==> src/pkg/ats_pkg.sv <==
// Constants and types shared by the address translation select block
package ats_pkg;
    // APB register byte offsets
    localparam logic [11:0] ATS_CTRL_OFF   = 12'h000;
    localparam logic [11:0] ATS_STATUS_OFF = 12'h004;
    localparam logic [11:0] ATS_INVAL_OFF  = 12'h008;
    localparam logic [11:0] ATS_SEG_OFF    = 12'h040;
    localparam logic [11:0] ATS_BMAP_OFF   = 12'h080;
    // machine_state_word fields
    localparam int          ATS_CTL_FETCH  = 0;
    localparam int          ATS_CTL_DATA   = 1;
    localparam int          ATS_CTL_USER   = 2;
    localparam logic [2:0]  ATS_CTL_RST    = 3'h0;
    // Segment descriptor fields
    localparam int          ATS_SEG_T      = 31;
    localparam int          ATS_SEG_KS     = 30;
    localparam int          ATS_SEG_KP     = 29;
    localparam int          ATS_SEG_N      = 28;
    localparam int          ATS_VSID_W     = 24;
    // block_map_entry fields: upper word, then lower word; then the page number LSB of the address
    localparam int          ATS_BM_TAG_LSB = 17;
    localparam int          ATS_BM_BL_LSB  = 2;
    localparam int          ATS_BM_BL_W    = 11;
    localparam int          ATS_BM_VS      = 1;
    localparam int          ATS_BM_VP      = 0;
    localparam int          ATS_BM_G       = 3;
    localparam int          ATS_PAGE_LSB   = 12;
    // Fault causes
    localparam logic [1:0]  ATS_CAUSE_NONE = 2'h0;
    localparam logic [1:0]  ATS_CAUSE_PAGE = 2'h1;
    localparam logic [1:0]  ATS_CAUSE_PROT = 2'h2;
    localparam logic [1:0]  ATS_CAUSE_ATTR = 2'h3;
    typedef enum logic [1:0] {ATS_IDLE, ATS_LOOK, ATS_SEARCH} ats_state_t;
endpackage : ats_pkg

==> src/rtl/ats_select.sv <==
// Address translation path selection, protection and history bit upkeep
`timescale 1ns/100ps
`default_nettype none
module ats_select import ats_pkg::*; #(
    parameter int BMAP_N = 4,
    parameter int TLB_IW = 2
) (
    input  wire logic        pclk,
    input  wire logic        presetn,
    input  wire logic        psel,
    input  wire logic        penable,
    input  wire logic        pwrite,
    input  wire logic [11:0] paddr,
    input  wire logic [31:0] pwdata,
    output logic      [31:0] prdata,
    output logic             pready,
    output logic             pslverr,
    input  wire logic        req_valid,
    input  wire logic [31:0] req_ea,
    input  wire logic        req_fetch,
    input  wire logic        req_store,
    input  wire logic        req_spec,
    output logic             req_ready,
    output logic             rsp_valid,
    output logic      [31:0] rsp_pa,
    output logic             rsp_fault,
    output logic      [1:0]  rsp_cause,
    output logic             rsp_direct_store,
    output logic      [23:0] rsp_ds_id,
    output logic             search_req,
    output logic      [39:0] search_vpn,
    input  wire logic        search_done,
    input  wire logic        search_found,
    input  wire logic [19:0] search_pfn,
    input  wire logic [1:0]  search_pp,
    input  wire logic        search_g,
    input  wire logic        search_r,
    input  wire logic        search_c,
    output logic             hist_wr,
    output logic             hist_ref,
    output logic             hist_chg
);
    localparam int TLB_N = 1 << TLB_IW;
    localparam int BM_WORDS = 4 * BMAP_N;

    typedef struct packed {
        ats_state_t                   st;
        logic [31:0]                  ea;
        logic                         fetch;
        logic                         store;
        logic                         spec;
        logic [2:0]                   ctl;
        logic [15:0][31:0]            seg;
        logic [TLB_N-1:0]             tv;
        logic [TLB_N-1:0][39:0]       ttag;
        logic [TLB_N-1:0][24:0]       tdat;
        logic [1:0]                   last_cause;
        logic [31:0]                  prdata;
        logic                         pready;
        logic                         pslverr;
        logic                         ready;
        logic                         rsp_valid;
        logic [31:0]                  rsp_pa;
        logic                         rsp_fault;
        logic [1:0]                   rsp_cause;
        logic                         rsp_ds;
        logic                         rsp_blk;
        logic [23:0]                  rsp_ds_id;
        logic                         search_req;
        logic [39:0]                  search_vpn;
        logic                         hist_wr;
        logic                         hist_ref;
        logic                         hist_chg;
    } ats_reg_t;

    ats_reg_t    s_q;
    ats_reg_t    s_d;
    // No reset on purpose: software must clear valid bits first
    logic [31:0] bmap [BM_WORDS];

    // Page key 0: all but store to pp 11; key 1: pp 00 none, 10 rw, else read
    function automatic logic ats_perm(input logic key, input logic [1:0] pp, input logic store);
        if (!key)
            ats_perm = !(store && pp == 2'b11);
        else
            ats_perm = (pp != 2'b00) && !(store && pp != 2'b10);
    endfunction : ats_perm

    function automatic logic ats_in(input logic [11:0] a, input logic [11:0] base);
        ats_in = a[11:6] == base[11:6];
    endfunction : ats_in

    logic        is_real;
    logic        blk_hit;
    logic [31:0] blk_pa;
    logic [1:0]  blk_pp;
    logic        blk_g;
    logic [31:0] seg;
    logic [39:0] vpn;
    logic [TLB_IW-1:0] tix;
    logic        tlb_hit;
    logic [24:0] tent;
    logic        key;

    always_comb begin
        logic [31:0] up;
        logic [31:0] lo;
        logic [14:0] msk;
        logic        bv;
        up = '0;
        lo = '0;
        msk = '0;
        bv = 1'b0;
        is_real = s_q.fetch ? !s_q.ctl[ATS_CTL_FETCH] : !s_q.ctl[ATS_CTL_DATA];
        blk_hit = 1'b0;
        blk_pa = '0;
        blk_pp = '0;
        blk_g = 1'b0;
        // Overlapping entries are a software fault; the lowest index wins
        for (int j = BMAP_N - 1; j >= 0; j--) begin
            up = bmap[2 * (j + (s_q.fetch ? 0 : BMAP_N))];
            lo = bmap[2 * (j + (s_q.fetch ? 0 : BMAP_N)) + 1];
            msk = {4'h0, up[ATS_BM_BL_LSB +: ATS_BM_BL_W]};
            bv = s_q.ctl[ATS_CTL_USER] ? up[ATS_BM_VP] : up[ATS_BM_VS];
            if (bv && ((s_q.ea[31:17] & ~msk) == (up[31:17] & ~msk))) begin
                blk_hit = 1'b1;
                blk_pa = {(lo[31:17] & ~msk) | (s_q.ea[31:17] & msk), s_q.ea[16:0]};
                blk_pp = lo[1:0];
                blk_g = lo[ATS_BM_G];
            end
        end
        seg = s_q.seg[s_q.ea[31:28]];
        vpn = {seg[ATS_VSID_W-1:0], s_q.ea[27:12]};
        tix = s_q.ea[ATS_PAGE_LSB +: TLB_IW];
        tlb_hit = s_q.tv[tix] && s_q.ttag[tix] == vpn;
        tent = s_q.tdat[tix];
        key = s_q.ctl[ATS_CTL_USER] ? seg[ATS_SEG_KP] : seg[ATS_SEG_KS];
    end

    always_comb begin
        logic ok;
        logic [24:0] fill;
        ok = 1'b0;
        fill = '0;
        s_d = s_q;
        s_d.pready = 1'b0;
        s_d.pslverr = 1'b0;
        s_d.rsp_valid = 1'b0;
        s_d.search_req = 1'b0;
        s_d.hist_wr = 1'b0;
        // APB: answer prepared in setup, pready seen at first access edge
        if (psel && !penable) begin
            s_d.pready = 1'b1;
            s_d.prdata = '0;
            if (paddr == ATS_CTRL_OFF)
                s_d.prdata = {29'h0, s_q.ctl};
            else if (paddr == ATS_STATUS_OFF)
                s_d.prdata = {28'h0, s_q.last_cause, s_q.st};
            else if (ats_in(paddr, ATS_SEG_OFF))
                s_d.prdata = s_q.seg[paddr[5:2]];
            else if (ats_in(paddr, ATS_BMAP_OFF))
                s_d.prdata = bmap[paddr[5:2]];
            else if (paddr != ATS_INVAL_OFF)
                s_d.pslverr = 1'b1;
        end
        if (psel && penable && pwrite && s_q.pready && !s_q.pslverr) begin
            if (paddr == ATS_CTRL_OFF)
                s_d.ctl = pwdata[2:0];
            else if (paddr == ATS_INVAL_OFF)
                s_d.tv = '0;
            else if (ats_in(paddr, ATS_SEG_OFF))
                s_d.seg[paddr[5:2]] = pwdata;
        end
        unique case (s_q.st)
            ATS_IDLE: begin
                if (req_valid && s_q.ready) begin
                    s_d.ea = req_ea;
                    s_d.fetch = req_fetch;
                    s_d.store = req_store;
                    s_d.spec = req_spec;
                    s_d.st = ATS_LOOK;
                end
            end
            ATS_LOOK: begin
                // Real, block and segment results all ready; pick by priority
                s_d.rsp_valid = 1'b1;
                s_d.rsp_pa = s_q.ea;
                s_d.rsp_fault = 1'b0;
                s_d.rsp_cause = ATS_CAUSE_NONE;
                s_d.rsp_ds = 1'b0;
                s_d.rsp_blk = 1'b0;
                s_d.rsp_ds_id = '0;
                s_d.st = ATS_IDLE;
                if (is_real) begin
                    s_d.rsp_pa = s_q.ea;
                end else if (blk_hit) begin
                    s_d.rsp_pa = blk_pa;
                    s_d.rsp_blk = 1'b1;
                    if (!ats_perm(1'b1, blk_pp, s_q.store)) begin
                        s_d.rsp_fault = 1'b1;
                        s_d.rsp_cause = ATS_CAUSE_PROT;
                    end else if (blk_g && (s_q.fetch || s_q.spec)) begin
                        s_d.rsp_fault = 1'b1;
                        s_d.rsp_cause = ATS_CAUSE_ATTR;
                    end
                end else if (seg[ATS_SEG_T]) begin
                    s_d.rsp_ds = 1'b1;
                    s_d.rsp_ds_id = seg[ATS_VSID_W-1:0];
                    if (s_q.fetch) begin
                        s_d.rsp_fault = 1'b1;
                        s_d.rsp_cause = ATS_CAUSE_ATTR;
                    end
                end else if (s_q.fetch && seg[ATS_SEG_N]) begin
                    s_d.rsp_fault = 1'b1;
                    s_d.rsp_cause = ATS_CAUSE_ATTR;
                end else if (!tlb_hit) begin
                    s_d.rsp_valid = 1'b0;
                    s_d.search_req = 1'b1;
                    s_d.search_vpn = vpn;
                    s_d.st = ATS_SEARCH;
                end else begin
                    s_d.rsp_pa = {tent[24:5], s_q.ea[11:0]};
                    ok = ats_perm(key, tent[4:3], s_q.store);
                    if (!ok) begin
                        s_d.rsp_fault = 1'b1;
                        s_d.rsp_cause = ATS_CAUSE_PROT;
                    end else if (tent[2] && (s_q.fetch || s_q.spec)) begin
                        s_d.rsp_fault = 1'b1;
                        s_d.rsp_cause = ATS_CAUSE_ATTR;
                    end else if (s_q.store && !tent[0]) begin
                        s_d.tdat[tix][0] = 1'b1;
                        s_d.hist_wr = 1'b1;
                        s_d.hist_ref = 1'b1;
                        s_d.hist_chg = 1'b1;
                        s_d.search_vpn = vpn;
                    end
                end
                if (s_d.rsp_valid)
                    s_d.last_cause = s_d.rsp_cause;
            end
            ATS_SEARCH: begin
                if (search_done) begin
                    if (!search_found) begin
                        s_d.rsp_valid = 1'b1;
                        s_d.rsp_fault = 1'b1;
                        s_d.rsp_cause = ATS_CAUSE_PAGE;
                        s_d.rsp_pa = s_q.ea;
                        s_d.rsp_ds = 1'b0;
                        s_d.rsp_blk = 1'b0;
                        s_d.last_cause = ATS_CAUSE_PAGE;
                        s_d.st = ATS_IDLE;
                    end else begin
                        // Fill, then look again; the retry is sure to hit
                        fill = {search_pfn, search_pp, search_g, 1'b1, search_c | s_q.store};
                        s_d.tv[tix] = 1'b1;
                        s_d.ttag[tix] = vpn;
                        s_d.tdat[tix] = fill;
                        s_d.hist_wr = s_q.store ? !(search_r && search_c) : !search_r;
                        s_d.hist_ref = 1'b1;
                        s_d.hist_chg = fill[0];
                        s_d.st = ATS_LOOK;
                    end
                end
            end
        endcase
        s_d.ready = s_d.st == ATS_IDLE;
    end

    always_ff @(posedge pclk or negedge presetn) begin
        if (!presetn)
            s_q <= '0;
        else
            s_q <= s_d;
    end

    always_ff @(posedge pclk) begin
        if (psel && penable && pwrite && s_q.pready && ats_in(paddr, ATS_BMAP_OFF))
            bmap[paddr[5:2]] <= pwdata;
    end

    assign prdata = s_q.prdata;
    assign pready = s_q.pready;
    assign pslverr = s_q.pslverr;
    assign req_ready = s_q.ready;
    assign rsp_valid = s_q.rsp_valid;
    assign rsp_pa = s_q.rsp_pa;
    assign rsp_fault = s_q.rsp_fault;
    assign rsp_cause = s_q.rsp_cause;
    assign rsp_direct_store = s_q.rsp_ds;
    assign rsp_ds_id = s_q.rsp_ds_id;
    assign search_req = s_q.search_req;
    assign search_vpn = s_q.search_vpn;
    assign hist_wr = s_q.hist_wr;
    assign hist_ref = s_q.hist_ref;
    assign hist_chg = s_q.hist_chg;
endmodule : ats_select
`default_nettype wire

==> config.mk <==
export PLATFORM = sky130hd
export DESIGN_NAME = ats_select
export DESIGN_NICKNAME = d
export VERILOG_FILES = /design/src/pkg/ats_pkg.sv /design/src/rtl/ats_select.sv
export SDC_FILE = /design/constraint.sdc
export NUM_CORES = 2
export LEC_CHECK = 0
export BUFFER_PORTS_ARGS = -buffer_cell sky130_fd_sc_hd__buf_2
export CAP_MARGIN = 40
export CORE_MARGIN = 2
export CORE_UTILIZATION = 30
export DETAILED_ROUTE_END_ITERATION = 8
export GPL_ROUTABILITY_DRIVEN = 1
export HOLD_SLACK_MARGIN = 0.1
export RECOVER_POWER = 100
export SYNTH_ARGS = -nofsm -noshare
export SYNTH_HDL_FRONTEND = slang
export SYNTH_SLANG_ARGS = --single-unit
==> constraint.sdc <==
create_clock -name pclk -period 4.3 [get_ports pclk]
set_input_delay 0.86 -clock pclk [delete_from_list [all_inputs] [get_ports pclk]]
set_output_delay 0.86 -clock pclk [all_outputs]
set_load 0.01 [all_outputs]
==> impl_metrics.ini <==
[logic_synthesis]
synthMuxAreaShare_pct = 29.84
yosysTopAreaCell = dfrtp_1
syn_area_per_cell_um2 = 15.28
synth_top_family_by_area = multiplexers
yosys_warnings = 0
synth_xor_area_share_pct = 1.838
synth_edf_count = 512
synth_compound_area_share_pct = 4.855
synth_area_um2 = 70040
ys.flop_type = dfrtp_1
yosysMostFrequentCell = dfrtp_1
async_flop_share_pct = 65.08
synth.distinct_cells = 79
netlist_top_cells_area = dfrtp_1 34%, edfxtp_1 22%, mux4_2 15%, mux2_2 10%, mux2i_1 2.3%
synth_top_area_share_pct = 34.08
synthSimpleGateAreaFrac_pct = 3.609
synth_cells = 4583
synth_seq_cells = 1466
synth_nets = 4698
netlist_top_cells_count = 954 x dfrtp_1, 645 x mux2_2, 512 x edfxtp_1
ys_seq_area_share_pct = 56.04
synth_fa_ha_area_share_pct = 0.05359

[finish]
final_area_um2 = 80360
finalNonFillerCells = 8000
nNetsFinal = 4933
area_growth_pct = 14.73
drive_gt1_share_pct = 35.40

[worst_hold_path]
hold_start = req_ea[23]
holdPathStages = 2
min_to = s_q[948]$_DFFE_PN0P_
hold_class = in -> reg

[setup_path]
cp-end-kind = flip-flop
regToRegStartpoint = s_q[953]$_DFFE_PN0P_
cp.arrival_ns = 4.94
worstPathRequired_ns = 4.98
reg2reg_to = s_q[165]$_DFFE_PN0P_
rrSetupSlack_ns = 0.04
reg2reg_depth = 14
cp-startpoint = s_q[953]$_DFFE_PN0P_
crit_type = reg -> reg
crit_fanout = 11
startpoint_type = flip-flop

[route]
vias = 43400
drt-pass1-iter-count = 8
post_drt_wl_per_cell_um = 28.35
ant_nets = 0
dr.first_iter.drc_count = 4622
finalWirelength_um = 226800
post-route-drc-count = 0
via_per_inst = 5.425

[flow_run]
drv_cap = 42

[global_routing]
grt_pass1_vias = 44030
grt-ovfl-total = 0
grt_pass1_wl_um = 326600
grt_usage_pct = 18.87
antenna_found_initial = 19
grt_max_degree = 105

[place]
place.gp.congestion = 0.8499
dpl.hpwl_um = 154600
port_buffers = 251
dpl_cell_area_um2 = 76000
place_inst = 7688
pre_cts_slack_ns = -0.2345

[run_status]
status = finished with violations
violations = max-capacitance violations, max-slew violations

[sta]
setup_tns_ns = 0
fin_crit_sh_pct = 99.09
fin_crit_ns = 4.261
final.setup.worst_slack_ns = 0.03916
slew_viol_final = 1221
timing.fmax_mhz = 234.7
hold_viol_final = 0
maxSlewHeadroom_pct = -95.94
finalSetupViolCount = 0
worstMarginPinSlew_ns = 2.939
fin_skew_ns = 0.03652
rsz0062_at_grt = false

[floorplan]
die_w_um = 487.2
dieHeight_um = 487.2
design.core.area_um2 = 232300
ios = 252
die-area_um2 = 237300
initial_utilization_pct = 30.15
fp-row-count = 177

[cts]
cts_buffer_depth = 3
cts_tree = done
cts_buffers = 164
clkLatencyLatePin_ns = 0.82
clk_pin_slew_ns = 0.06
root_buffer = clkbuf_16
cts_max_level = 4
cts_sinks = 1466

[power]
powerDensity_nw_per_um2 = 469.5
power_leakage_nw = 33.21
irDropWorstVdd_mv = 0.4316
design_power_total_w = 0.03773
## kinds of logic after synthesis
family	after synthesis
adders and majority gates	3
xor gates and xnor gates	147
buffers and inverters	509
muxes	1381
DFF	1466
AOI/OAI and AO/OA	507
and+or+nand+nor	570
## cell usage in the layout (no fill, tap or decap), types with 11 or more instances in the layout
master,Yosys,routed
a211oi_1,25,25
a21oi_1,57,54
a221oi_1,22,21
a22o_1,24,24
a22oi_1,64,64
a31oi_1,14,14
buf_12,2,41
buf_2,30,76
buf_4,134,151
clkbuf_1,211,264
clkbuf_16,0,165
clkbuf_2,0,42
clkbuf_8,0,26
clkinv_1,3,16
clkinv_2,0,29
dfrtp_1,954,949
edfxtp_1,512,512
inv_1,23,23
mux2_1,61,96
mux2_2,645,641
mux2i_1,158,158
mux4_2,476,476
nand2_1,343,333
nand2b_1,11,11
nand3_1,45,44
nor2_1,61,54
nor2b_1,30,30
nor3_1,15,12
nor4_1,14,13
o211ai_1,13,13
o21a_1,16,16
o21ai_0,139,150
o21ai_1,22,11
o22ai_1,35,35
o2bb2ai_1,16,16
xnor2_1,130,130
xor2_1,17,17
## layout make-up
cell class / count / area, um2
inverter: 28 / 105.1
multi-input combinational: 2608 / 28160
tap: 3043 / 3807
clock buffer: 231 / 4637
fill: 22280 / 152000
sequential: 1466 / 39260
antenna: 5 / 12.51
timing repair buffer: 550 / 3601
clock inverter: 69 / 769.5
## repair_timing
action / in CTS / in global routing
cloned: 1 / 0
buffers inserted: 0 / 6
resized for setup: 3 / 5
hold buffers: 0 / 0
endpoints found under the setup margin: 140 / 131
## per-stage QoR
step / hold slack, ns / utilization (%)
6_report: 0.2757 / 34.59
5_1_grt: 0.2504 / 34.59
4_1_cts: 0.1352 / 35.06
3_5_place_dp: 0.4507 / 32.71
3_3_place_gp: 0.4435 / 32.68
2_1_floorplan: 0.4348 / -
## registers in the layout, indices dropped and copies added (netlist names), 2 cells and up
signal,count
rsp_cause,2
bmap,512
rsp_pa,32
rsp_ds_id,24
search_vpn,40
prdata,32
s_q,814
## worst max-delay path, cell delays in order (launching register included)
cell and delay [ns]:
dfrtp_4 0.49, buf_2 0.22, buf_4 0.14, mux4_2 0.49, a22o_1 0.27, nor2_4 0.19
xnor2_1 0.09, or4_1 0.68, nor3b_2 0.23, buf_4 0.14, and3_1 0.25, and3_4 0.28
o21bai_2 0.10, buf_4 0.21, mux2_1 0.33
## where the power goes
part	switching (W)	total (W)	internal (W)
clock	0.00599	0.0140	0.00803
combinational	0.00499	0.00820	0.00320
sequential	0.000719	0.0155	0.0148
total	0.0117	0.0377	0.0260
## per-layer routing
metal  global-route usage, %  vias up  part of all wire [%]
li1                        -    17910                     -
met1                   25.57    23400                    42
met2                   29.64     1750                    46
met3                   4.728      321                   8.5
met4                   5.901       20                   3.1
met5                       0        -                 0.060
## worst max-delay path by stage
stage                             end  slack [ns]  cells after the start
6_report         s_q[165]$_DFFE_PN0P_        0.04                     14
2_1_floorplan   bmap[15][0]$_DFFE_PP_      -0.002                      6
3_3_place_gp     s_q[233]$_DFFE_PN0P_       -0.28                     14
3_5_place_dp     s_q[226]$_DFFE_PN0P_       -0.23                     14
4_1_cts          s_q[226]$_DFFE_PN0P_        0.05                     15
5_1_grt        rsp_pa[12]$_DFFE_PN0P_       0.002                     15
No activity file was read; power rests on OpenSTA's default activity.
